<file path="config.mk">
export PLATFORM = sky130hd
export DESIGN_NAME = rlsc_top
export DESIGN_NICKNAME = d
export VERILOG_FILES = /design/src/verilog/rlsc_pkg.sv /design/src/verilog/rlsc_event_flag.sv /design/src/verilog/rlsc_sat_counter.sv /design/src/verilog/rlsc_top.sv
export VERILOG_INCLUDE_DIRS = /design/src /design/src/verilog
export SDC_FILE = /design/constraint.sdc
export NUM_CORES = 1
export LEC_CHECK = 0
export ABC_AREA = 1
export BUFFER_PORTS_ARGS = -buffer_cell sky130_fd_sc_hd__clkbuf_2
export CAP_MARGIN = 30
export CORE_ASPECT_RATIO = 1.4
export CORE_MARGIN = 2
export CORE_UTILIZATION = 52
export CTS_BUF_LIST = sky130_fd_sc_hd__clkbuf_8
export CTS_CLUSTER_SIZE = 8
export DETAILED_ROUTE_END_ITERATION = 12
export GPL_TIMING_DRIVEN = 0
export PLACE_DENSITY = 0.87
export SLEW_MARGIN = 40
export SYNTH_ARGS = -nofsm -noshare
export SYNTH_HDL_FRONTEND = slang
export SYNTH_SLANG_ARGS = --single-unit
</file>
<file path="constraint.sdc">
create_clock -name ref_clk -period 1.65 [get_ports ref_clk]
set_input_delay 0.33 -clock ref_clk [delete_from_list [all_inputs] [get_ports ref_clk]]
set_output_delay 0.33 -clock ref_clk [all_outputs]
set_load 0.02 [all_outputs]
</file>
<file path="src/verilog/rlsc_consts.svh">
// register indices, field positions, reset values and timing counts
// assumes byte address = 4 * register index on the Avalon bus
`ifndef RLSC_CONSTS_SVH
`define RLSC_CONSTS_SVH

`define RLSC_IDX_W 10
`define RLSC_IDX_LOAD 10'h000
`define RLSC_IDX_STATE 10'h081
`define RLSC_IDX_IE 10'h082
`define RLSC_IDX_EVT 10'h083
`define RLSC_IDX_ERR 10'h084
`define RLSC_IDX_CELL0 10'h085
`define RLSC_IDX_CELL1 10'h086
`define RLSC_IDX_CELL2 10'h087
`define RLSC_IDX_OVF 10'h088
`define RLSC_IDX_RRW 10'h089
`define RLSC_IDX_CTRL 10'h090

`define RLSC_EVT_LOS 0
`define RLSC_EVT_LCD 1
`define RLSC_EVT_ACT 2
`define RLSC_EVT_CRC 3
`define RLSC_EVT_OCD 4
`define RLSC_EVT_HCS 5
`define RLSC_EVT_XFER 6
`define RLSC_EVT_OVR 7

`define RLSC_OVF_EN_FIFO 0
`define RLSC_OVF_EN_CTL 1
`define RLSC_OVF_FIFO 4
`define RLSC_OVF_CTL 5

`define RLSC_CTRL_WHOLE_CELL_CRC_CHECK_EN 0
`define RLSC_CTRL_COMBINED 1
`define RLSC_CTRL_MASTER_IE 2

`define RLSC_ERR_W 8
`define RLSC_CELL_W 24
`define RLSC_RST_IE 7'h00
`define RLSC_RST_CTRL 3'h0
`define RLSC_RST_OVF_EN 2'h0
`define RLSC_RST_RRW 2'h0
`define RLSC_WEIGHT_ZERO 3'h4

`define RLSC_CLK_NS 25
`define RLSC_XFER_MAX_NS 300
`define RLSC_XFER_MAX_CYC (`RLSC_XFER_MAX_NS / `RLSC_CLK_NS)

`endif

</file>
<file path="src/verilog/rlsc_pkg.sv">
// types shared by the receive link status and counter block
// assumes nothing beyond a SystemVerilog compiler
package rlsc_pkg;
    typedef enum logic [0:0] {
        RLSC_BUS_IDLE = 1'b0,
        RLSC_BUS_ACK = 1'b1
    } rlsc_bus_t;
    typedef logic [1:0] rlsc_rrw_t;
endpackage

</file>
<file path="src/verilog/rlsc_event_flag.sv">
// vector of sticky flags, hardware set beats software clear
// assumes set and clear are single-cycle pulses on ref_clk
`timescale 1ns/1ps
module rlsc_event_flag #(
    parameter int W = 8
) (
    input wire logic ref_clk,
    input wire logic rst_n,
    input wire logic [W-1:0] set,
    input wire logic [W-1:0] clr,
    output logic [W-1:0] flag_q
);
    always_ff @(posedge ref_clk) begin
        if (!rst_n) begin
            flag_q <= '0;
        end else begin
            flag_q <= set | (flag_q & ~clr);
        end
    end
endmodule

</file>
<file path="src/verilog/rlsc_sat_counter.sv">
// saturating event counter restarted at each interval boundary
// assumes restart and inc are sampled on ref_clk
`timescale 1ns/1ps
module rlsc_sat_counter #(
    parameter int W = 8
) (
    input wire logic ref_clk,
    input wire logic rst_n,
    input wire logic restart,
    input wire logic inc,
    output logic [W-1:0] count_q
);
    logic [W-1:0] count_d;
    wire logic [W-1:0] inc_w;
    wire logic full_w;

    assign inc_w = {{(W-1){1'b0}}, inc};
    assign full_w = &count_q;

    always_comb begin
        count_d = count_q;
        if (restart) begin
            count_d = inc_w;
        end else if (inc && !full_w) begin
            count_d = count_q + inc_w;
        end
    end

    always_ff @(posedge ref_clk) begin
        if (!rst_n) begin
            count_q <= '0;
        end else begin
            count_q <= count_d;
        end
    end
endmodule

</file>
<file path="src/verilog/rlsc_top.sv">
// receive link status flags, snapshot counters and upstream weight
// assumes line-side inputs synchronous to ref_clk, Avalon-MM slave
//
// The Avalon-MM register port was decided locally.
`timescale 1ns/1ps
`include "rlsc_consts.svh"
module rlsc_top (
    input wire logic ref_clk,
    input wire logic rst_n,
    input wire logic [11:0] avs_address,
    input wire logic avs_read,
    input wire logic avs_write,
    input wire logic [31:0] avs_writedata,
    input wire logic [3:0] avs_byteenable,
    output logic [31:0] avs_readdata,
    output logic avs_waitrequest,
    input wire logic signal_loss_state,
    input wire logic delineation_loss_state,
    input wire logic far_end_activity_state,
    input wire logic out_of_delineation_state,
    input wire logic header_check_sequence_err,
    input wire logic cell_crc_err,
    input wire logic cell_accepted,
    input wire logic upstream_fifo_overflow,
    input wire logic control_cell_overflow,
    output logic [1:0] arbitration_weight,
    output logic [2:0] arbitration_slots,
    output logic interrupt_out_n
);
    localparam int XFER_CYC = `RLSC_XFER_MAX_CYC;

    // ------------------------------------------------------------
    // bus handshake
    // ------------------------------------------------------------
    rlsc_pkg::rlsc_bus_t bus_q, bus_d;
    wire logic bus_req;
    wire logic accept;
    wire logic rd_acc;
    wire logic wr_acc;
    wire logic [`RLSC_IDX_W-1:0] idx;

    assign bus_req = avs_read | avs_write;
    assign accept = (bus_q == rlsc_pkg::RLSC_BUS_ACK) & bus_req;
    assign rd_acc = accept & avs_read;
    assign wr_acc = accept & avs_write;
    assign idx = avs_address[11:2];
    assign avs_waitrequest = bus_req & (bus_q != rlsc_pkg::RLSC_BUS_ACK);

    always_comb begin
        case (bus_q)
            rlsc_pkg::RLSC_BUS_IDLE: begin
                bus_d = bus_req ? rlsc_pkg::RLSC_BUS_ACK : rlsc_pkg::RLSC_BUS_IDLE;
            end
            rlsc_pkg::RLSC_BUS_ACK: begin
                bus_d = rlsc_pkg::RLSC_BUS_IDLE;
            end
            default: begin
                bus_d = rlsc_pkg::RLSC_BUS_IDLE;
            end
        endcase
    end

    always_ff @(posedge ref_clk) begin
        if (!rst_n) begin
            bus_q <= rlsc_pkg::RLSC_BUS_IDLE;
        end else begin
            bus_q <= bus_d;
        end
    end

    // ------------------------------------------------------------
    // address decode
    // ------------------------------------------------------------
    wire logic sel_load;
    wire logic sel_state;
    wire logic sel_ie;
    wire logic sel_evt;
    wire logic sel_err;
    wire logic sel_c0;
    wire logic sel_c1;
    wire logic sel_c2;
    wire logic sel_ovf;
    wire logic sel_rrw;
    wire logic sel_ctrl;

    assign sel_load = idx == `RLSC_IDX_LOAD;
    assign sel_state = idx == `RLSC_IDX_STATE;
    assign sel_ie = idx == `RLSC_IDX_IE;
    assign sel_evt = idx == `RLSC_IDX_EVT;
    assign sel_err = idx == `RLSC_IDX_ERR;
    assign sel_c0 = idx == `RLSC_IDX_CELL0;
    assign sel_c1 = idx == `RLSC_IDX_CELL1;
    assign sel_c2 = idx == `RLSC_IDX_CELL2;
    assign sel_ovf = idx == `RLSC_IDX_OVF;
    assign sel_rrw = idx == `RLSC_IDX_RRW;
    assign sel_ctrl = idx == `RLSC_IDX_CTRL;

    // ------------------------------------------------------------
    // software control registers
    // ------------------------------------------------------------
    logic [6:0] ie_q;
    logic [2:0] ctrl_q;
    logic [1:0] ovf_en_q;
    rlsc_pkg::rlsc_rrw_t rrw_q;
    wire logic wr_lo;
    wire logic whole_cell_crc_check_en_en;
    wire logic combined;
    wire logic master_ie;

    assign wr_lo = wr_acc & avs_byteenable[0];
    assign whole_cell_crc_check_en_en = ctrl_q[`RLSC_CTRL_WHOLE_CELL_CRC_CHECK_EN];
    assign combined = whole_cell_crc_check_en_en & ctrl_q[`RLSC_CTRL_COMBINED];
    assign master_ie = ctrl_q[`RLSC_CTRL_MASTER_IE];

    always_ff @(posedge ref_clk) begin
        if (!rst_n) begin
            ie_q <= `RLSC_RST_IE;
            ctrl_q <= `RLSC_RST_CTRL;
            ovf_en_q <= `RLSC_RST_OVF_EN;
            rrw_q <= `RLSC_RST_RRW;
        end else begin
            if (wr_lo && sel_ie) begin
                ie_q <= avs_writedata[6:0];
            end
            if (wr_lo && sel_ctrl) begin
                ctrl_q <= avs_writedata[2:0];
            end
            if (wr_lo && sel_ovf) begin
                ovf_en_q <= avs_writedata[1:0];
            end
            if (wr_lo && sel_rrw) begin
                rrw_q <= avs_writedata[1:0];
            end
        end
    end

    // ------------------------------------------------------------
    // state change detection
    // ------------------------------------------------------------
    wire logic [3:0] st_now;
    logic [3:0] st_prev_q;
    logic armed_q;
    wire logic [3:0] st_chg;

    assign st_now = {out_of_delineation_state, far_end_activity_state,
                     delineation_loss_state, signal_loss_state};
    // no change reported until a first sample was taken after reset
    assign st_chg = armed_q ? (st_now ^ st_prev_q) : 4'h0;

    always_ff @(posedge ref_clk) begin
        if (!rst_n) begin
            st_prev_q <= 4'h0;
            armed_q <= 1'b0;
        end else begin
            st_prev_q <= st_now;
            armed_q <= 1'b1;
        end
    end

    // ------------------------------------------------------------
    // event flags
    // ------------------------------------------------------------
    logic [7:0] evt_q;
    logic [7:0] evt_set;
    wire logic [7:0] evt_clr;
    wire logic xfer_trig;

    assign xfer_trig = wr_acc & (sel_err | sel_c0 | sel_c1 | sel_c2 | sel_load);
    // clear only what the read reported; a flag set after the capture stays
    assign evt_clr = (rd_acc && sel_evt) ? avs_readdata[7:0] : 8'h00;

    always_comb begin
        evt_set = 8'h00;
        evt_set[`RLSC_EVT_LOS] = st_chg[0];
        evt_set[`RLSC_EVT_LCD] = st_chg[1];
        evt_set[`RLSC_EVT_ACT] = st_chg[2];
        evt_set[`RLSC_EVT_CRC] = cell_crc_err & whole_cell_crc_check_en_en;
        evt_set[`RLSC_EVT_OCD] = st_chg[3];
        evt_set[`RLSC_EVT_HCS] = header_check_sequence_err;
        evt_set[`RLSC_EVT_XFER] = xfer_trig;
        // overrun only if the pending transfer was not acknowledged now
        evt_set[`RLSC_EVT_OVR] = xfer_trig & evt_q[`RLSC_EVT_XFER]
                                 & ~evt_clr[`RLSC_EVT_XFER];
    end

    // latched independent of interrupt enables; crc flag only with the crc check switched on
    rlsc_event_flag #(.W(8)) u_evt (
        .ref_clk(ref_clk),
        .rst_n(rst_n),
        .set(evt_set),
        .clr(evt_clr),
        .flag_q(evt_q)
    );

    // ------------------------------------------------------------
    // overflow flags
    // ------------------------------------------------------------
    logic [1:0] ovf_q;
    wire logic [1:0] ovf_set;
    wire logic [1:0] ovf_clr;

    assign ovf_set = {control_cell_overflow, upstream_fifo_overflow};
    assign ovf_clr = (rd_acc && sel_ovf) ? avs_readdata[`RLSC_OVF_CTL:`RLSC_OVF_FIFO] : 2'h0;

    rlsc_event_flag #(.W(2)) u_ovf (
        .ref_clk(ref_clk),
        .rst_n(rst_n),
        .set(ovf_set),
        .clr(ovf_clr),
        .flag_q(ovf_q)
    );

    // ------------------------------------------------------------
    // live counters and holding registers
    // ------------------------------------------------------------
    logic [`RLSC_ERR_W-1:0] err_cnt;
    logic [`RLSC_CELL_W-1:0] cell_cnt;
    logic [`RLSC_ERR_W-1:0] hold_err_q;
    logic [`RLSC_CELL_W-1:0] hold_cell_q;
    wire logic err_inc;

    // one increment per cell even with both errors present
    assign err_inc = combined ? (header_check_sequence_err | cell_crc_err)
                              : header_check_sequence_err;

    rlsc_sat_counter #(.W(`RLSC_ERR_W)) u_err (
        .ref_clk(ref_clk),
        .rst_n(rst_n),
        .restart(xfer_trig),
        .inc(err_inc),
        .count_q(err_cnt)
    );

    rlsc_sat_counter #(.W(`RLSC_CELL_W)) u_cell (
        .ref_clk(ref_clk),
        .rst_n(rst_n),
        .restart(xfer_trig),
        .inc(cell_accepted),
        .count_q(cell_cnt)
    );

    always_ff @(posedge ref_clk) begin
        if (!rst_n) begin
            hold_err_q <= '0;
            hold_cell_q <= '0;
        end else if (xfer_trig) begin
            hold_err_q <= err_cnt;
            hold_cell_q <= cell_cnt;
        end
    end

    // ------------------------------------------------------------
    // interrupt and weight outputs
    // ------------------------------------------------------------
    wire logic [6:0] ie_eff;
    wire logic irq_d;

    // crc event enable needs the crc check itself switched on
    assign ie_eff = {ie_q[6:4], ie_q[3] & whole_cell_crc_check_en_en, ie_q[2:0]};
    assign irq_d = master_ie & ((|(evt_q[6:0] & ie_eff))
                                | (|(ovf_q & ovf_en_q)));

    always_ff @(posedge ref_clk) begin
        if (!rst_n) begin
            interrupt_out_n <= 1'b1;
            arbitration_weight <= `RLSC_RST_RRW;
            arbitration_slots <= `RLSC_WEIGHT_ZERO;
        end else begin
            interrupt_out_n <= ~irq_d;
            arbitration_weight <= rrw_q;
            arbitration_slots <= (rrw_q == 2'h0) ? `RLSC_WEIGHT_ZERO : {1'b0, rrw_q};
        end
    end

    // ------------------------------------------------------------
    // read data
    // ------------------------------------------------------------
    wire logic [7:0] rd_byte;

    assign rd_byte = sel_evt ? evt_q :
                     sel_ie ? {1'h0, ie_q} :
                     sel_state ? {3'h0, st_now[3], 1'h0, st_now[2:0]} :
                     sel_err ? hold_err_q :
                     sel_c0 ? hold_cell_q[7:0] :
                     sel_c1 ? hold_cell_q[15:8] :
                     sel_c2 ? hold_cell_q[23:16] :
                     sel_ovf ? {2'h0, ovf_q, 2'h0, ovf_en_q} :
                     sel_rrw ? {6'h00, rrw_q} :
                     sel_ctrl ? {5'h00, ctrl_q} : 8'h00;

    always_ff @(posedge ref_clk) begin
        if (!rst_n) begin
            avs_readdata <= 32'h0000_0000;
        end else if (avs_read && bus_q == rlsc_pkg::RLSC_BUS_IDLE) begin
            avs_readdata <= {24'h00_0000, rd_byte};
        end
    end
endmodule

</file>
* Yosys cells after proc, flatten, opt, wreduce, memory -nomap -nowiden
Index checks and enable logic that the tools add are counted.
Word-level totals: memories kept 0, ROM bits 0, flip-flop bits (word level) 108, logic and storage cells 107, RAM bits 0, bits in latches 0
Cells by class: $lt $le $gt $ge 0, multiplexer cells 22, reductions and logical operators 21, multiply operators 0, shift-type cells 0, add/subtract/negate cells 2, bitwise gates (word level) 32, divide/modulo/power cells 0, eq/ne operators 10
Operator list (count):
- $eq A10 B8 Y1 const B | 10
- $mux W8 | 8
- $add A24 B1 Y24 | 1
- $reduce_and A24 Y1 | 1
- $and A1 B1 Y1 | 12
- $logic_not A10 Y1 | 1
- $logic_and A1 B1 Y1 | 9
- $mux W3 | 3
- $add A8 B1 Y8 | 1
- $and A8 B8 Y8 | 1
- $not A8 Y8 | 1
- $or A8 B8 Y8 | 1
- $reduce_and A8 Y1 | 1
- $and A7 B7 Y7 | 1
- $mux W1 | 7
- $or A1 B1 Y1 | 7
- $reduce_or A7 Y1 | 1
- $mux W6 | 1
- $reduce_or A2 Y1 | 3
- $and A2 B2 Y2 | 2
- $mux W4 | 1
- $not A1 Y1 | 4
- $reduce_bool A2 Y1 | 2
- $xor A4 B4 Y4 | 1
- other kinds (6) | 7

* Depth between registers and ports, before layout
depth in word-level cells 11, gate-level depth with buffers 14

* By module
A second synthesis with hierarchy kept.
Unflattened totals: cell total of the unflattened synthesis 883, area, all modules 6023.3 um^2
Modules (own cells, without submodules):
- rlsc_top | cells each 507, sequential area each 1321.3 um^2, instances 1, area each 3555.9 um^2
- rlsc_sat_counter (u_cell) | cells each 250, sequential area each 480.5 um^2, instances 1, area each 1617.8 um^2
- rlsc_sat_counter (u_err) | cells each 74, sequential area each 160.2 um^2, instances 1, area each 479.2 um^2
- rlsc_event_flag (u_evt) | cells each 41, sequential area each 160.2 um^2, instances 1, area each 294.0 um^2
- rlsc_event_flag (u_ovf) | cells each 11, sequential area each 40.0 um^2, instances 1, area each 76.3 um^2

* Least setup slack after synthesis
No wires, ideal clock.
kind register to register, start register ctrl_q[0], end register u_err.count_q[6], stages on the path, launching flop included 10, clock period less this slack 1649 ps, slack 1 ps, data arrival time 1570 ps, cells stage by stage dfxtp_1 > nand2_1 > o21ai_1 > ha_1 > ha_1 > inv_1 > nor3_1 > nand4_1 > nand2_1 > nor3b_1
On the way: word-level cells in the longest chain between the ends 3, elaborated cells on any way between the ends 4, classes of those cells add/sub (1); mux (1); bitwise (1); reduce/logical (1)
Ends and longest elaborated chain:
- start, declared | RTL line rlsc_top.sv:102 | logic [2:0] ctrl_q;
- start signal, assigned | RTL line rlsc_top.sv:118 | ctrl_q <= `RLSC_RST_CTRL;
- start signal, assigned | RTL line rlsc_top.sv:126 | ctrl_q <= avs_writedata[2:0];
- $and A1 B1 Y1 * | RTL line rlsc_top.sv:112 | assign combined = whole_cell_crc_check_en_en & ctrl_q[`RLSC_CTRL_COMBINED];
- $mux W1 * | RTL line rlsc_top.sv:223 | assign err_inc = combined ? (header_check_sequence_err | cell_crc_err)
- $add A8 B1 Y8 / $logic_and A1 B1 Y1 (equally long branches) | RTL line rlsc_sat_counter.sv:25, rlsc_sat_counter.sv:24
- end signal, assigned | RTL line rlsc_sat_counter.sv:33 | count_q <= count_d;
- end, declared | RTL line rlsc_sat_counter.sv:11 | output logic [W-1:0] count_q
Every way passes the cells marked *; elsewhere a longest branch is shown, timed or not. A chain may end at the register's enable or synchronous reset.

* Worst setup path after layout
start register ctrl_q[0], end register u_err.count_q[7]
The elaborated chain is that of the path after synthesis.

==> impl_metrics.ini <==
[timing]
slew_viol_final = 0
setup_tns_ns = -0.321
rsz0062_at_grt = yes
fin_skew_ns = 0.0133
setup_viol = 14
holdWs_ns = 0.166
hold_viol = 0
period_share = 1.04
finalWorstSetupSlack_ns = -0.0640
min_period_ns = 1.71
worst_pin_slew_ns = 0.567
fmax_mhz = 583
slew_headroom = 0.622

[worst_setup_path]
reg2regPathDepth = 8
cp-end-kind = flop
criticalPathCategory = flop to flop
r2r_setup_slack_ns = -0.06
cp.required_ns = 1.92
crit_path_start = ctrl_q[0]
timing.rr.end = u_err.count_q[7]
arrival_ns = 1.99
r2r-start = ctrl_q[0]
path_max_fanout = 4
cp-start-kind = flop

[cells_and_area]
layout.nets = 957
syn_to_final_growth_pct = 25.3
multiInputGateArea_um2 = 3030
layout-drive-gt1-share = 0.264
seqCellArea_um2 = 2200
antenna_cells = 0
n_fill_cell = 833
fin_cells = 1035

[place]
gp_congestion = 0.992
dp_hpwl_mm = 10.9
place_ws_ns = -0.447
port_buffers = 45
placedCellCount = 991

[grt]
grt.total_usage = 0.265
grt_pass1_wl_mm = 24.2
antenna_found_initial = 0
grt-ovfl-total = 0
grt_max_degree = 18
grt_pass1_vias = 5181

[yosys]
muxShareOfSynthArea = 0
ys_warn_count = 0
ys_top_cells_by_count = 174 x nand2_1, 108 x dfxtp_1, 87 x inv_1
synth_top_cell_by_area = dfxtp_1
synth-edff-count = 0
synth_cell_type_count = 37
async_flop_share = 0
synth_area_leaders = dfxtp_1 39%, nand2_1 12%, a21oi_1 7.7%, inv_1 6.0%, nor2_1 5.1%
yosysTopAreaCellShare = 0.395
yosysSeqAreaShare = 0.395
synth_ff_type = dfxtp_1
synth.most_common_cell = nand2_1
synth_area_um2 = 5480
syn_area_per_cell_um2 = 6.97
ys_ff_latch = 108
synth_top_family_by_area = simple AND/OR/NAND/NOR gates
synth-compound-area-share = 0.163
synthAdderAreaFrac = 0.00914
synth_xor_xnor_area_share = 0.0400
synthCells = 785
synthSimpleGateAreaFrac = 0.269

[floorplanning]
die_w_um = 90.7
die-area_um2 = 11400
die_h_um = 125
initial_utilization = 0.532
io_pins = 100
row_count = 44
core_area_um2 = 10300

[drt]
drt_iter0_markers = 415
vias_per_cell = 5.43
dr.pass1.iters = 5
antenna_left = 0
avgRoutedWirePerCell_um = 15.5
drc = 0
drt-total-wl_mm = 16.1
num_vias = 5621

[clock_network]
clk_pin_slew_ns = 0.10
cts_buffers = 9
cts_buffer_depth = 2
htree_levels = 3
cts_tree = yes
clkSinkCount = 108
clkLatencyLatePin_ns = 0.39
cts-root-buf = clkbuf_8

[run_status]
violations = negative setup slack
status = complete, but fails checks

[worst_hold_path]
min_from = out_of_delineation_state
hold_class = input port to flop
hold_path_depth = 3
hold_end = st_prev_q[3]

[job]
cap_violations = 0

[pwr]
p_leak_nw = 2.94
p_per_area_nw_per_um2 = 721
ir_worst_vdd_uv = 376
-- cell type report --
class | count | share of cell area
buffer | 48 | 0.0520
sequential | 108 | 0.321
inverter | 94 | 0.0542
timing repair buffer | 73 | 0.0742
multi-input combinational | 558 | 0.442
clock inverter | 7 | 0.0133
tap | 138 | 0.0252
clock buffer | 9 | 0.0181
-- per-stage QoR --
step / power, mW / cell area (µm²) / utilization
final: 4.95 / 6860 / 0.667
after global placement: 3.11 / 5960 / 0.579
after global routing: 5.10 / 6860 / 0.667
after detailed placement: 3.12 / 5960 / 0.579
after CTS: 4.87 / 6450 / 0.627
after floorplan: 3.00 / 5560 / -
-- state kept, by name (all words and copies together) (netlist names), 2 cells and up --
register / cells
st_prev_q: 4
u_ovf.flag_q: 2
arbitration_weight: 2
hold_err_q: 8
avs_readdata: 8
ie_q: 7
u_evt.flag_q: 8
rrw_q: 2
arbitration_slots: 3
ctrl_q: 3
hold_cell_q: 24
u_err.count_q: 8
u_cell.count_q: 24
ovf_en_q: 2
-- worst max-delay path: stages, from the launching register on --
cell	delay, ns
dfxtp_2	0.35
nand2_2	0.07
o21ai_4	0.23
nand2_4	0.10
inv_4	0.08
nand4_1	0.22
nor3_2	0.32
nand2_1	0.09
nor3b_1	0.14
-- routing by layer --
layer	share of wire	up-vias	GRT usage
met4	0.063	0	0.166
met3	0.058	82	0.0494
met2	0.51	273	0.483
met5	0	-	0
li1	-	2726	-
met1	0.37	2540	0.275
-- placed cells by master, fill, tap and decap left out, types with 15 or more instances in the layout --
cell      instances
conb_1           24
dfxtp_1          87
nand2_2          21
buf_4            49
clkbuf_2         46
o21ai_0          42
xor2_1           20
nand4_1          19
dfxtp_2          15
o21ai_1          25
a21oi_1          81
nor2_1           68
inv_1            79
nand2_1         152
nand3_1          32
-- how the worst max path moves through the flow --
stage / endpoint / depth (start not counted) / slack [ns]
detailed placement: u_cell.count_q[16] / 9 / -0.45
global placement: u_cell.count_q[16] / 9 / -0.44
CTS: u_err.count_q[6] / 9 / -0.03
global route: u_err.count_q[7] / 9 / -0.15
floorplan: u_err.count_q[6] / 9 / 0.0006
finish: u_err.count_q[7] / 8 / -0.06
-- kinds of logic after synthesis --
family,count (synthesis)
AOI/OAI and AO/OA,168
xor gates and xnor gates,25
adders and majority gates,4
buffers and inverters,143
DFF,108
other,1
and+or+nand+nor,336
-- where the power goes --
part	internal (mW)	switching [mW]	leakage (nW)
Combinational	0.197	0.306	1.95
Clock	0.850	0.938	0.109
Sequential	2.63	0.0307	0.886
Total	3.68	1.27	2.94
-- what timing repair did --
item | 4_1_cts | 5_1_grt
setup buffers | 8 | 17
hold buffers | 0 | 0
endpoints found under the setup margin | 29 | 61
cloned | 0 | 5
gates resized for setup | 60 | 70
pin swaps | 11 | 23
(Power assumes the default switching activity.)
